==> src/lpcd_pkg.sv <==
// Constants, field layouts and carrier types of the command/address decoder.
// Assumes a single 100 MHz clock and inputs synchronous to it.
// Overview of operation
// - No-operation is select high, or select low with bits 0-2 high.
// - A no-operation never aborts or changes an operation still in progress.
// - Commands are identified from select, clock gate and bus bits 0-3 only.
// - Mode register write/read opcodes, index and payload placement on both edges.
// - Opcodes 0010 and 0011 with clock gate high decode per-bank/all-bank refresh.
// - Activate opcode low,high; row bits spread over rising and falling halves.
// - Rising bits 7-9 carry the bank for activate, read, write, precharge.
// - Read/write opcodes, column bits over both halves, column bit 0 is zero.
// - Falling bit 0 high on read or write requests auto precharge.
// - Precharge opcode 1101; rising bit 4 selects all banks, ignoring bank.
// - Clock gate low on consecutive edges keeps the current low-power state.
// - Clock gate rising with select high exits any low-power state.
// - Select and clock gate sampled on rising edge; bus sampled on both edges.
package lpcd_pkg;

    localparam int CA_WIDTH = 10;
    localparam int CLK_PERIOD_NS = 10;

    // Exit delay in nanoseconds; the clock must toggle at least twice within it
    localparam int PD_EXIT_DELAY_NS = 20;
    localparam int PD_EXIT_CYCLES = (PD_EXIT_DELAY_NS + CLK_PERIOD_NS - 1) / CLK_PERIOD_NS;
    localparam int CKE_SETTLE_CYCLES = 2;

    // Opcodes, bit 0 of the bus is the lsb
    localparam logic [3:0] OP_MRW   = 4'h0;
    localparam logic [3:0] OP_MRR   = 4'h8;
    localparam logic [3:0] OP_REFPB = 4'h4;
    localparam logic [3:0] OP_REFAB = 4'hc;
    localparam logic [3:0] OP_PRE   = 4'hb;
    localparam logic [1:0] OP_ACT   = 2'h2;
    localparam logic [2:0] OP_RD    = 3'h5;
    localparam logic [2:0] OP_WR    = 3'h1;
    localparam logic [2:0] OP_NOP   = 3'h7;
    localparam logic [2:0] OP_SELF_REFRESH_STATE  = 3'h4;
    localparam logic [2:0] OP_DPD   = 3'h3;

    // Field positions on the rising and falling halves
    localparam int BANK_LSB = 7;
    localparam int MRI_LSB = 4;
    localparam int AUTO_CLOSE_BIT = 0;
    localparam int ALL_BANKS_BIT = 4;

    typedef enum logic [8:0] {
        CMD_NONE  = 9'h001,
        CMD_MRW   = 9'h002,
        CMD_MRR   = 9'h004,
        CMD_REFPB = 9'h008,
        CMD_REFAB = 9'h010,
        CMD_ACT   = 9'h020,
        CMD_RD    = 9'h040,
        CMD_WR    = 9'h080,
        CMD_PRE   = 9'h100
    } lpcd_kind_type;

    typedef enum logic [3:0] {
        PWR_ACTIVE = 4'h1,
        PWR_PD     = 4'h2,
        PWR_SELF_REFRESH_STATE   = 4'h4,
        PWR_DPD    = 4'h8
    } lpcd_pwr_type;

    typedef struct packed {
        lpcd_kind_type kind;
        logic [2:0]    array_group_sel;
        logic [14:0]   row_index_bits;
        logic [11:0]   col_index_bits;
        logic [7:0]    mode_reg_index;
        logic [7:0]    mode_reg_payload;
        logic          auto_close_flag;
        logic          all_banks_flag;
    } lpcd_cmd_type;

    localparam lpcd_cmd_type CMD_RESET = '{kind: CMD_NONE, default: '0};

endpackage : lpcd_pkg

==> src/lpcd_decoder.sv <==
// Command decoder top: samples select, clock gate and the DDR bus and
// reports decoded commands, the low-power state and protocol violations.
// Assumes all inputs are synchronous to ref_clk; the core consumes the
// cmd_valid pulse and keeps track of running bursts on its own.
`timescale 1ns/10ps
module lpcd_decoder #(
    parameter int CA_W = lpcd_pkg::CA_WIDTH,
    parameter int EXIT_CYCLES = lpcd_pkg::PD_EXIT_CYCLES
) (
    input  wire logic               ref_clk,
    input  wire logic               rst_n,
    input  wire logic               select_low,
    input  wire logic               clock_gate_in,
    input  wire logic [CA_W-1:0]    cmd_addr_bus,
    output logic                    cmd_valid_ff,
    output lpcd_pkg::lpcd_cmd_type  cmd_ff,
    output lpcd_pkg::lpcd_pwr_type  pwr_state_ff,
    output logic                    exit_window_ff,
    output logic                    illegal_seen_ff,
    output logic                    reinit_needed_ff
);

    generate
        if (CA_W != 10)
        begin : g_chk
            $error("lpcd_decoder: the field layout needs a 10-bit bus");
        end
        if (EXIT_CYCLES < 1)
        begin : g_chk_exit
            $error("lpcd_decoder: EXIT_CYCLES must be at least one");
        end
    endgenerate

    // Rising-edge samples of the single-rate pins
    logic            sel_s_ff;
    logic            cke_s_ff;
    logic            cke_prev_ff;
    logic [CA_W-1:0] rise_bus;
    logic [CA_W-1:0] fall_bus;

    lpcd_ddr_capture #(
        .WIDTH   (CA_W)
    ) u_capture (
        .ref_clk (ref_clk),
        .rst_n   (rst_n),
        .bus_in  (cmd_addr_bus),
        .rise_ff (rise_bus),
        .fall_ff (fall_bus)
    );

    always_ff @(posedge ref_clk or negedge rst_n)
    begin
        if (!rst_n)
        begin
            // Gate samples start at the gate's idle high level, so release
            // is not taken as a gate held low while active
            sel_s_ff    <= 1'b1;
            cke_s_ff    <= 1'b1;
            cke_prev_ff <= 1'b1;
        end
        else
        begin
            sel_s_ff    <= select_low;
            cke_s_ff    <= clock_gate_in;
            cke_prev_ff <= cke_s_ff;
        end
    end

    // Edge classification of the clock gate, previous edge against current
    logic cke_hh;
    logic cke_hl;
    logic cke_ll;
    logic cke_lh;

    assign cke_hh = cke_prev_ff & cke_s_ff;
    assign cke_hl = cke_prev_ff & ~cke_s_ff;
    assign cke_ll = ~cke_prev_ff & ~cke_s_ff;
    assign cke_lh = ~cke_prev_ff & cke_s_ff;

    // Only select, clock gate and rising bits 0-3 identify a command
    logic       sel_act;
    logic [3:0] opc;

    assign sel_act = ~sel_s_ff;
    assign opc     = rise_bus[3:0];

    logic is_nop_enc;
    logic is_mrw;
    logic is_mrr;
    logic is_refpb;
    logic is_refab;
    logic is_act;
    logic is_rd;
    logic is_wr;
    logic is_pre;

    assign is_nop_enc = sel_s_ff | (opc[2:0] == lpcd_pkg::OP_NOP);
    assign is_mrw   = sel_act & (opc == lpcd_pkg::OP_MRW);
    assign is_mrr   = sel_act & (opc == lpcd_pkg::OP_MRR);
    assign is_refpb = sel_act & (opc == lpcd_pkg::OP_REFPB);
    assign is_refab = sel_act & (opc == lpcd_pkg::OP_REFAB);
    assign is_act   = sel_act & (opc[1:0] == lpcd_pkg::OP_ACT);
    assign is_rd    = sel_act & (opc[2:0] == lpcd_pkg::OP_RD);
    assign is_wr    = sel_act & (opc[2:0] == lpcd_pkg::OP_WR);
    assign is_pre   = sel_act & (opc == lpcd_pkg::OP_PRE);

    logic is_self_refresh_state_enc;
    logic is_dpd_enc;

    assign is_self_refresh_state_enc = sel_act & (opc[2:0] == lpcd_pkg::OP_SELF_REFRESH_STATE);
    assign is_dpd_enc  = sel_act & (opc[2:0] == lpcd_pkg::OP_DPD);

    // Command kind, valid only while the gate stays high on both edges
    lpcd_pkg::lpcd_kind_type kind;

    assign kind = !cke_hh  ? lpcd_pkg::CMD_NONE :
                  is_mrw   ? lpcd_pkg::CMD_MRW :
                  is_mrr   ? lpcd_pkg::CMD_MRR :
                  is_refpb ? lpcd_pkg::CMD_REFPB :
                  is_refab ? lpcd_pkg::CMD_REFAB :
                  is_act   ? lpcd_pkg::CMD_ACT :
                  is_rd    ? lpcd_pkg::CMD_RD :
                  is_wr    ? lpcd_pkg::CMD_WR :
                  is_pre   ? lpcd_pkg::CMD_PRE :
                  lpcd_pkg::CMD_NONE;

    logic real_cmd;

    assign real_cmd = (kind != lpcd_pkg::CMD_NONE);

    // Field extraction from the two halves
    logic [2:0]  bank;
    logic [14:0] row;
    logic [11:0] col;
    logic [7:0]  mr_idx;
    logic [7:0]  mr_pay;
    logic        auto_close;
    logic        all_banks;

    assign bank   = rise_bus[lpcd_pkg::BANK_LSB +: 3];
    assign row    = {fall_bus[9:8], rise_bus[6:2], fall_bus[7:0]};
    assign col    = {fall_bus[9:1], rise_bus[6:5], 1'b0};
    assign mr_idx = {fall_bus[1:0], rise_bus[lpcd_pkg::MRI_LSB +: 6]};
    assign mr_pay = fall_bus[9:2];
    assign auto_close = fall_bus[lpcd_pkg::AUTO_CLOSE_BIT]
                        & (is_rd | is_wr);
    assign all_banks  = rise_bus[lpcd_pkg::ALL_BANKS_BIT] & is_pre;

    // Fields that a command does not use are cleared, so the core never
    // mistakes stale bus contents for an address
    lpcd_pkg::lpcd_cmd_type nxt_cmd;

    assign nxt_cmd.kind = kind;
    assign nxt_cmd.array_group_sel = ((is_act | is_rd | is_wr | is_pre) & ~all_banks)
                                     ? bank : 3'h0;
    assign nxt_cmd.row_index_bits  = is_act ? row : 15'h0000;
    assign nxt_cmd.col_index_bits  = (is_rd | is_wr) ? col : 12'h000;
    assign nxt_cmd.mode_reg_index  = (is_mrw | is_mrr) ? mr_idx : 8'h00;
    assign nxt_cmd.mode_reg_payload = is_mrw ? mr_pay : 8'h00;
    assign nxt_cmd.auto_close_flag = auto_close;
    assign nxt_cmd.all_banks_flag  = all_banks;

    // Violation summary, formed further down; a refused cycle never
    // reaches the command register
    logic illegal_now;

    // A no-operation raises no pulse and leaves the last command standing,
    // so a burst that the core is running is neither cut nor changed
    always_ff @(posedge ref_clk or negedge rst_n)
    begin
        if (!rst_n)
        begin
            cmd_valid_ff <= 1'b0;
            cmd_ff       <= lpcd_pkg::CMD_RESET;
        end
        else
        begin
            cmd_valid_ff <= real_cmd & ~illegal_now;
            if (real_cmd & ~illegal_now)
                cmd_ff <= nxt_cmd;
        end
    end

    // Low-power state machine
    lpcd_pkg::lpcd_pwr_type nxt_pwr;
    logic                   enter_bad;
    logic                   exit_bad;

    always_comb
    begin
        nxt_pwr   = pwr_state_ff;
        enter_bad = 1'b0;
        exit_bad  = 1'b0;
        case (pwr_state_ff)
            lpcd_pkg::PWR_ACTIVE:
            begin
                if (cke_hl)
                begin
                    if (sel_s_ff)
                        nxt_pwr = lpcd_pkg::PWR_PD;
                    else if (is_self_refresh_state_enc)
                        nxt_pwr = lpcd_pkg::PWR_SELF_REFRESH_STATE;
                    else if (is_dpd_enc)
                        nxt_pwr = lpcd_pkg::PWR_DPD;
                    else
                        enter_bad = 1'b1;
                end
            end
            lpcd_pkg::PWR_PD,
            lpcd_pkg::PWR_SELF_REFRESH_STATE,
            lpcd_pkg::PWR_DPD:
            begin
                // Low on both edges keeps the state whatever the other pins do,
                // since they may float once the gate has settled
                if (cke_lh)
                begin
                    if (sel_s_ff)
                        nxt_pwr = lpcd_pkg::PWR_ACTIVE;
                    else
                        exit_bad = 1'b1;
                end
            end
            default:
            begin
                nxt_pwr = lpcd_pkg::PWR_ACTIVE;
            end
        endcase
    end

    logic pwr_exit;
    logic dpd_exit;

    assign pwr_exit = (pwr_state_ff != lpcd_pkg::PWR_ACTIVE)
                      & (nxt_pwr == lpcd_pkg::PWR_ACTIVE);
    assign dpd_exit = (pwr_state_ff == lpcd_pkg::PWR_DPD) & pwr_exit;

    // Exit from self refresh and deep sleep is taken on the first rising
    // edge that sees the gate high; the clock is required stable before it
    always_ff @(posedge ref_clk or negedge rst_n)
    begin
        if (!rst_n)
            pwr_state_ff <= lpcd_pkg::PWR_ACTIVE;
        else
            pwr_state_ff <= nxt_pwr;
    end

    // Exit window after leaving a low-power state
    logic exit_busy;

    lpcd_gap_timer #(
        .CYCLES  (EXIT_CYCLES)
    ) u_exit_timer (
        .ref_clk (ref_clk),
        .rst_n   (rst_n),
        .start   (pwr_exit),
        .busy_ff (exit_busy)
    );

    always_ff @(posedge ref_clk or negedge rst_n)
    begin
        if (!rst_n)
            exit_window_ff <= 1'b0;
        else
            exit_window_ff <= exit_busy;
    end

    // Violations the device can see at its pins
    // Pins held in a low-power state are not judged, since they may float
    logic nop_unstable;
    logic early_cmd;
    logic hh_unknown;
    logic low_cmd;

    // A select-low no-operation while the gate changes level is an illegal
    // encoding that matches no entry or exit row
    assign nop_unstable = ~sel_s_ff & is_nop_enc & (cke_hl | cke_lh)
                          & ~is_self_refresh_state_enc & ~is_dpd_enc;
    assign early_cmd    = exit_busy & cke_hh & sel_act & ~is_nop_enc;
    assign hh_unknown   = cke_hh & sel_act & ~is_nop_enc & ~real_cmd;
    assign low_cmd      = (pwr_state_ff == lpcd_pkg::PWR_ACTIVE) & cke_ll;
    assign illegal_now  = nop_unstable | early_cmd | hh_unknown | low_cmd
                          | enter_bad | exit_bad;

    // Sticky until reset: recovery needs a full power cycle and
    // reinitialisation, which the decoder cannot do by itself
    always_ff @(posedge ref_clk or negedge rst_n)
    begin
        if (!rst_n)
            illegal_seen_ff <= 1'b0;
        else if (illegal_now)
            illegal_seen_ff <= 1'b1;
    end

    // Deep sleep loses the array contents, so the core must reinitialise
    always_ff @(posedge ref_clk or negedge rst_n)
    begin
        if (!rst_n)
            reinit_needed_ff <= 1'b0;
        else if (dpd_exit | illegal_now)
            reinit_needed_ff <= 1'b1;
    end

endmodule : lpcd_decoder

==> src/lpcd_ddr_capture.sv <==
// Captures the command/address bus on both clock edges.
// Assumes the bus is stable around each edge of ref_clk.
`timescale 1ns/10ps
module lpcd_ddr_capture #(
    parameter int WIDTH = 10
) (
    input  wire logic             ref_clk,
    input  wire logic             rst_n,
    input  wire logic [WIDTH-1:0] bus_in,
    output logic      [WIDTH-1:0] rise_ff,
    output logic      [WIDTH-1:0] fall_ff
);

    generate
        if (WIDTH < 1)
        begin : g_chk
            $error("lpcd_ddr_capture: WIDTH must be positive");
        end
    endgenerate

    always_ff @(posedge ref_clk or negedge rst_n)
    begin
        if (!rst_n)
            rise_ff <= '0;
        else
            rise_ff <= bus_in;
    end

    // Second half of the command; only read one half cycle later
    always_ff @(negedge ref_clk or negedge rst_n)
    begin
        if (!rst_n)
            fall_ff <= '0;
        else
            fall_ff <= bus_in;
    end

endmodule : lpcd_ddr_capture

==> src/lpcd_gap_timer.sv <==
// Counts down a fixed number of cycles after a start pulse.
// Assumes start is a one-cycle pulse in the ref_clk domain.
`timescale 1ns/10ps
module lpcd_gap_timer #(
    parameter int CYCLES = 2
) (
    input  wire logic ref_clk,
    input  wire logic rst_n,
    input  wire logic start,
    output logic      busy_ff
);

    localparam int CW = $clog2(CYCLES + 1);

    logic [CW-1:0] cnt_ff;
    logic [CW-1:0] nxt_cnt;

    generate
        if (CYCLES < 1)
        begin : g_chk
            $error("lpcd_gap_timer: CYCLES must be at least one");
        end
    endgenerate

    assign nxt_cnt = start ? CW'(CYCLES) : (cnt_ff != '0) ? cnt_ff - CW'(1) : cnt_ff;

    always_ff @(posedge ref_clk or negedge rst_n)
    begin
        if (!rst_n)
        begin
            cnt_ff  <= '0;
            busy_ff <= 1'b0;
        end
        else
        begin
            cnt_ff  <= nxt_cnt;
            busy_ff <= (nxt_cnt != '0);
        end
    end

endmodule : lpcd_gap_timer

==> config.mk <==
export PLATFORM = sky130hd
export DESIGN_NAME = lpcd_decoder
export DESIGN_NICKNAME = d
export VERILOG_FILES = /design/src/lpcd_pkg.sv /design/src/lpcd_decoder.sv /design/src/lpcd_ddr_capture.sv /design/src/lpcd_gap_timer.sv
export SDC_FILE = /design/constraint.sdc
export NUM_CORES = 1
export LEC_CHECK = 0
export BUFFER_PORTS_ARGS = -buffer_cell sky130_fd_sc_hd__buf_2
export CAP_MARGIN = 20
export CORE_ASPECT_RATIO = 0.7
export CORE_MARGIN = 1.5
export CORE_UTILIZATION = 55
export CTS_CLUSTER_DIAMETER = 200
export CTS_CLUSTER_SIZE = 14
export DETAILED_ROUTE_END_ITERATION = 10
export PLACE_DENSITY = 0.8
export SLEW_MARGIN = 5
export SYNTH_ARGS = -nofsm -noshare
export SYNTH_HDL_FRONTEND = slang
export SYNTH_SLANG_ARGS = --single-unit
==> constraint.sdc <==
create_clock -name ref_clk -period 3.1 [get_ports ref_clk]
set_input_delay 0.62 -clock ref_clk [delete_from_list [all_inputs] [get_ports ref_clk]]
set_output_delay 0.62 -clock ref_clk [all_outputs]
set_load 0.01 [all_outputs]
# After elaboration in Yosys (flattened, before gate mapping)
# Cells that the tools add are included.
[op_classes]
reduce_logical = 4
bitwise_logic = 53
mux = 31
eq_ne = 17
n_addsub = 1
[op_table]
columns = ["cell", "n"]
rows = [
  ["9-bit two-way mux", 9],
  ["1-bit AND", 31],
  ["4-bit two-way mux", 6],
  ["4-bit == test (second input constant)", 4],
  ["8-bit two-way mux", 2],
  ["15-bit two-way mux", 1],
  ["1-bit bitwise OR", 13],
  ["12-bit two-way mux", 1],
  ["3-bit == test (second input constant)", 3],
  ["9-bit by 1-bit inequality test with 1-bit output (second input constant)", 1],
  ["1-bit NOT", 9],
  ["4-bit by 1-bit == test with 1-bit output (second input constant)", 2],
  ["4-bit by 3-bit == test with 1-bit output (second input constant)", 2],
  ["1-bit two-way mux", 8],
  ["4-bit one-hot mux with 2 select lines", 1],
  ["4-bit by 2-bit == test with 1-bit output (second input constant)", 1],
  ["4-bit logical NOT", 1],
  ["2-bit two-way mux", 2],
  ["4-bit by 1-bit inequality test with 1-bit output (second input constant)", 1],
  ["2-bit nonzero test", 2],
  ["3-bit by 1-bit == test with 1-bit output (second input constant)", 1],
  ["3-bit by 2-bit == test with 1-bit output (second input constant)", 1],
  ["3-bit two-way mux", 1],
  ["3-bit OR reduction", 1],
  ["other kinds (2)", 2],
]
[word_totals]
reg_bits = 91
in_bits = 14
out_inout_bits = 65

# Logic depth before layout (Yosys ltp)
[logic_depth]
ltp_word = 20
ltp_mapped = 8
ltp_nobuf = 7

# By module
# From an unflattened synthesis, not the netlist that was laid out.
[unflattened]
hier_cells = 321
area_unflattened_um2 = 3766.1
[by_module_without_submodules]
columns = ["module", "area_per_inst_um2", "n_inst", "cells_each"]
rows = [
  ["lpcd_decoder", 3163.0, 1, 295],
  ["lpcd_ddr_capture", 500.5, 1, 20],
  ["lpcd_gap_timer", 102.6, 1, 6],
]

==> insert_results.sql <==
INSERT INTO impl_metrics (metric_group, metric, value, unit) VALUES
('pwr', 'power_density', '522', 'mW/mm^2'),
('route', 'detailedRoute.firstPassIterationCount', '4', ''),
('global_routing', 'grt_start_max_net_pins', '42', ''),
('timing', 'setup_total_negative_slack', '0', 'ns'),
('clock_tree', 'cts_post_setup_buffers_inserted', '0', ''),
('clock_tree', 'cts.sink_count', '90', ''),
('global_routing', 'wire_length_of_the_first_global_routing_pass', '12400', 'um'),
('timing', 'hold_violations', '0', ''),
('setup_path', 'reg2reg_to', 'cmd_ff[44]', ''),
('pwr', 'power.share.sequential', '55.7', '%'),
('pwr', 'power.total', '2.33', 'mW'),
('timing', 'maximum_clock_frequency', '0.404', 'GHz'),
('pwr', 'ir_drop', '404', 'uV'),
('placed_design', 'place_ws', '0.619', 'ns'),
('setup_path', 'critical_path.cell_chain', 'nor2b_1 > a32oi_1 > o41ai_4 > nor4_4 > buf_4 > buf_4 > mux2i_1', ''),
('setup_path', 'reg2reg_from', 'sel_s_ff', ''),
('floorplanning', 'row_count', '25', ''),
('logic_synthesis', 'synth_enable_flop_cells', '0', ''),
('layout', 'antenna-diode-count', '0', ''),
('clock_tree', 'postCtsResizedCells', '0', ''),
('logic_synthesis', 'postSynthRegisterBits', '90', ''),
('setup_path', 'cp.buffers_inverters', '2', ''),
('logic_synthesis', 'synth_flop_cell', 'dfrtp_1', ''),
('route', 'dr_total_vias', '2563', ''),
('timing', 'timing.final.crit_period', '2.47', 'ns'),
('flow_run', 'max_capacitance_violation_count', '0', ''),
('setup_path', 'worstSetupPathType', 'flop to flop', ''),
('route', 'drtAntennaViolNets', '0', ''),
('status', 'outcome', 'finished, final reports clean', ''),
('global_routing', 'first_global_vias', '2574', ''),
('timing', 'clock_skew', '0.0252', 'ns'),
('pwr', 'p_comb_share', '10.3', '%'),
('layout', 'layout-drive-gt1-share', '28.6', '%'),
('logic_synthesis', 'synth.yosys.seq_area_share', '59.5', '%'),
('pwr', 'cell_internal_power', '1.74', 'mW'),
('clock_tree', 'clock_tree_root', 'clkbuf_8', ''),
('layout', 'area_growth_syn_to_layout', '17.5', '%'),
('logic_synthesis', 'synth_top_cell_area_share', '49.4', '%'),
('global_routing', 'aggregate_global_routing_overflow', '0', ''),
('clock_tree', 'number_of_cts_inserted_buffers', '9', ''),
('clock_tree', 'cts_tree', 'done', ''),
('layout', 'finish.utilization', '66.3', '%'),
('timing', 'fin_crit_sh', '79.8', '%'),
('floorplanning', 'die_w', '102', 'um'),
('logic_synthesis', 'netlist-cell-type-count', '40', ''),
('clock_tree', 'clock_tree.htree_level_count', '3', ''),
('timing', 'postLayoutSetupSlackWorst', '0.628', 'ns'),
('placed_design', 'place.port_buffers', '77', ''),
('logic_synthesis', 'post_synth_main_area_contributors', 'dfrtp_1, mux2i_1, dfrtn_1', ''),
('setup_path', 'critPathLaunchType', 'flop', ''),
('timing', 'grt_setup_unrepaired', 'no', ''),
('global_routing', 'global_route.usage.total', '22.7', '%'),
('floorplanning', 'initial_utilization', '56.5', '%'),
('setup_path', 'cp_common_cell', 'buf_4', ''),
('setup_path', 'critPathTopFamily', 'flip-flops', ''),
('floorplanning', 'floorplan.die.height', '72.5', 'um'),
('logic_synthesis', 'syn_area', '0.00380', 'sq mm'),
('clock_tree', 'clk_pin_slew_worst_paths', '0.08', 'ns'),
('clock_tree', 'cts.hold.buffers_added', '0', ''),
('logic_synthesis', 'instance_count_of_the_mapped_netlist', '327', ''),
('setup_path', 'startpoint', 'sel_s_ff', ''),
('setup_path', 'worst-r2r-cell-count', '7', ''),
('timing', 'final-max-slew-violation-count', '0', ''),
('setup_path', 'critPathRequiredTime', '3.38', 'ns'),
('layout', 'nets', '429', ''),
('min_path', 'worstHoldPathType', 'input port to asynchronous set/reset pin', ''),
('logic_synthesis', 'netlist.top_cell.by_area', 'dfrtp_1', ''),
('logic_synthesis', 'synthArstFlopShare', '100', '%'),
('timing', 'relSlewSlack', '39.4', '%'),
('route', 'violation_count_after_the_first_detailed_route_iteration', '110', ''),
('setup_path', 'critical_path.max_stage_delay', '0.69', 'ns');
-- stage by stage --
| stage | area, sq um | hold WS (ns) | std cells |
|---|---|---|---|
| 6_report | 4460 | 0.237 | 510 |
| 5_1_grt | 4460 | 0.249 | 510 |
| 4_1_cts | 4460 | 0.231 | 510 |
| 3_5_place_dp | 4260 | 0.381 | 494 |
| 3_3_place_gp | 4260 | 0.377 | 494 |
| 2_1_floorplan | 3800 | 0.324 | 327 |
-- layer usage --
layer | track usage [%] | part of all wire [%]
met3 | 8.38 | 5.9
met5 | 0 | 0
met4 | 6.39 | 1.3
met1 | 31.5 | 49
met2 | 34.0 | 44
-- cell type report --
type                       count  area (sq um)  share of cell area (%)
clock buffer                  12           145                    3.25
multi-input combinational    170          1220                    27.3
sequential                    90          2260                    50.6
timing repair buffer          86           468                    10.5
inverter                      54           203                    4.54
clock inverter                 4          51.3                    1.15
tap                           94           118                    2.64
-- cells in the final DEF (no fill, tap or decap), types with 2 or more instances in the layout --
cell type	synthesis	routed
a21oi_1	2	2
a32oi_1	2	2
buf_2	0	76
buf_4	2	9
clkbuf_1	6	2
clkbuf_8	0	10
dfrtn_1	10	10
dfrtp_1	75	75
dfstp_2	5	5
ha_1	4	4
inv_1	54	54
mux2_4	7	7
mux2i_1	47	47
nand2_1	56	56
nand2b_1	3	3
nor2_1	11	11
nor2b_1	2	2
nor3_1	11	11
nor4_1	3	3
o21ai_0	3	3
-- cells in the mapped netlist, drive strengths merged, types with 2 or more instances --
| cell | number |
|---|---|
| nand2b | 3 |
| a32oi | 2 |
| dfstp | 5 |
| nor3 | 11 |
| mux2 | 8 |
| inv | 54 |
| clkbuf | 6 |
| nor2b | 2 |
| buf | 7 |
| o21ai | 3 |
| dfrtn | 10 |
| mux2i | 47 |
| or2 | 2 |
| nand2 | 57 |
| nor2 | 12 |
| nor4 | 4 |
| ha | 4 |
| dfrtp | 75 |
| a21oi | 2 |
-- worst register-to-register path, cell delays in order, from the launching register on --
cell and delay (ns):
dfstp_2 0.69, nor2b_1 0.11, a32oi_1 0.29, o41ai_4 0.15
nor4_4 0.36, buf_4 0.25, buf_4 0.30, mux2i_1 0.25
-- cell families after synthesis --
kind of cell	synth area share [%]
compound gates	2.87
xor+xnor	0.231
fa+ha+maj	1.32
buf+inv	8.60
flops	59.5
mux	15.5
other cells	0.0988
simple gates	12.0
-- power groups by stage --
stage / Combinational (mW) / Clock, mW / Sequential, mW
floorplan: 0.122 / 0 / 1.33
global placement: 0.236 / 0 / 1.32
detailed placement: 0.244 / 0 / 1.32
CTS: 0.245 / 0.812 / 1.30
global route: 0.269 / 0.863 / 1.31
finish: 0.240 / 0.792 / 1.30
-- flip-flops by register name, summed over array words and instances (netlist names) --
| name | flops |
|---|---|
| sel_s_ff | 1 |
| cmd_ff | 56 |
| cke_prev_ff | 1 |
| u_exit_timer.busy_ff | 1 |
| exit_window_ff | 1 |
| u_capture.fall_ff | 10 |
| u_capture.rise_ff | 10 |
| illegal_seen_ff | 1 |
| u_exit_timer.cnt_ff | 2 |
| cke_s_ff | 1 |
| cmd_valid_ff | 1 |
| pwr_state_ff | 4 |
| reinit_needed_ff | 1 |
-- worst max path at each step --
stage,end,slack (ns)
floorplan,u_capture.fall_ff[0],0.79
global placement,u_capture.fall_ff[0],0.64
detailed placement,u_capture.fall_ff[0],0.62
CTS,cmd_ff[44],0.63
global route,cmd_ff[44],0.47
finish,cmd_ff[44],0.63
(Power assumes the default switching activity.)
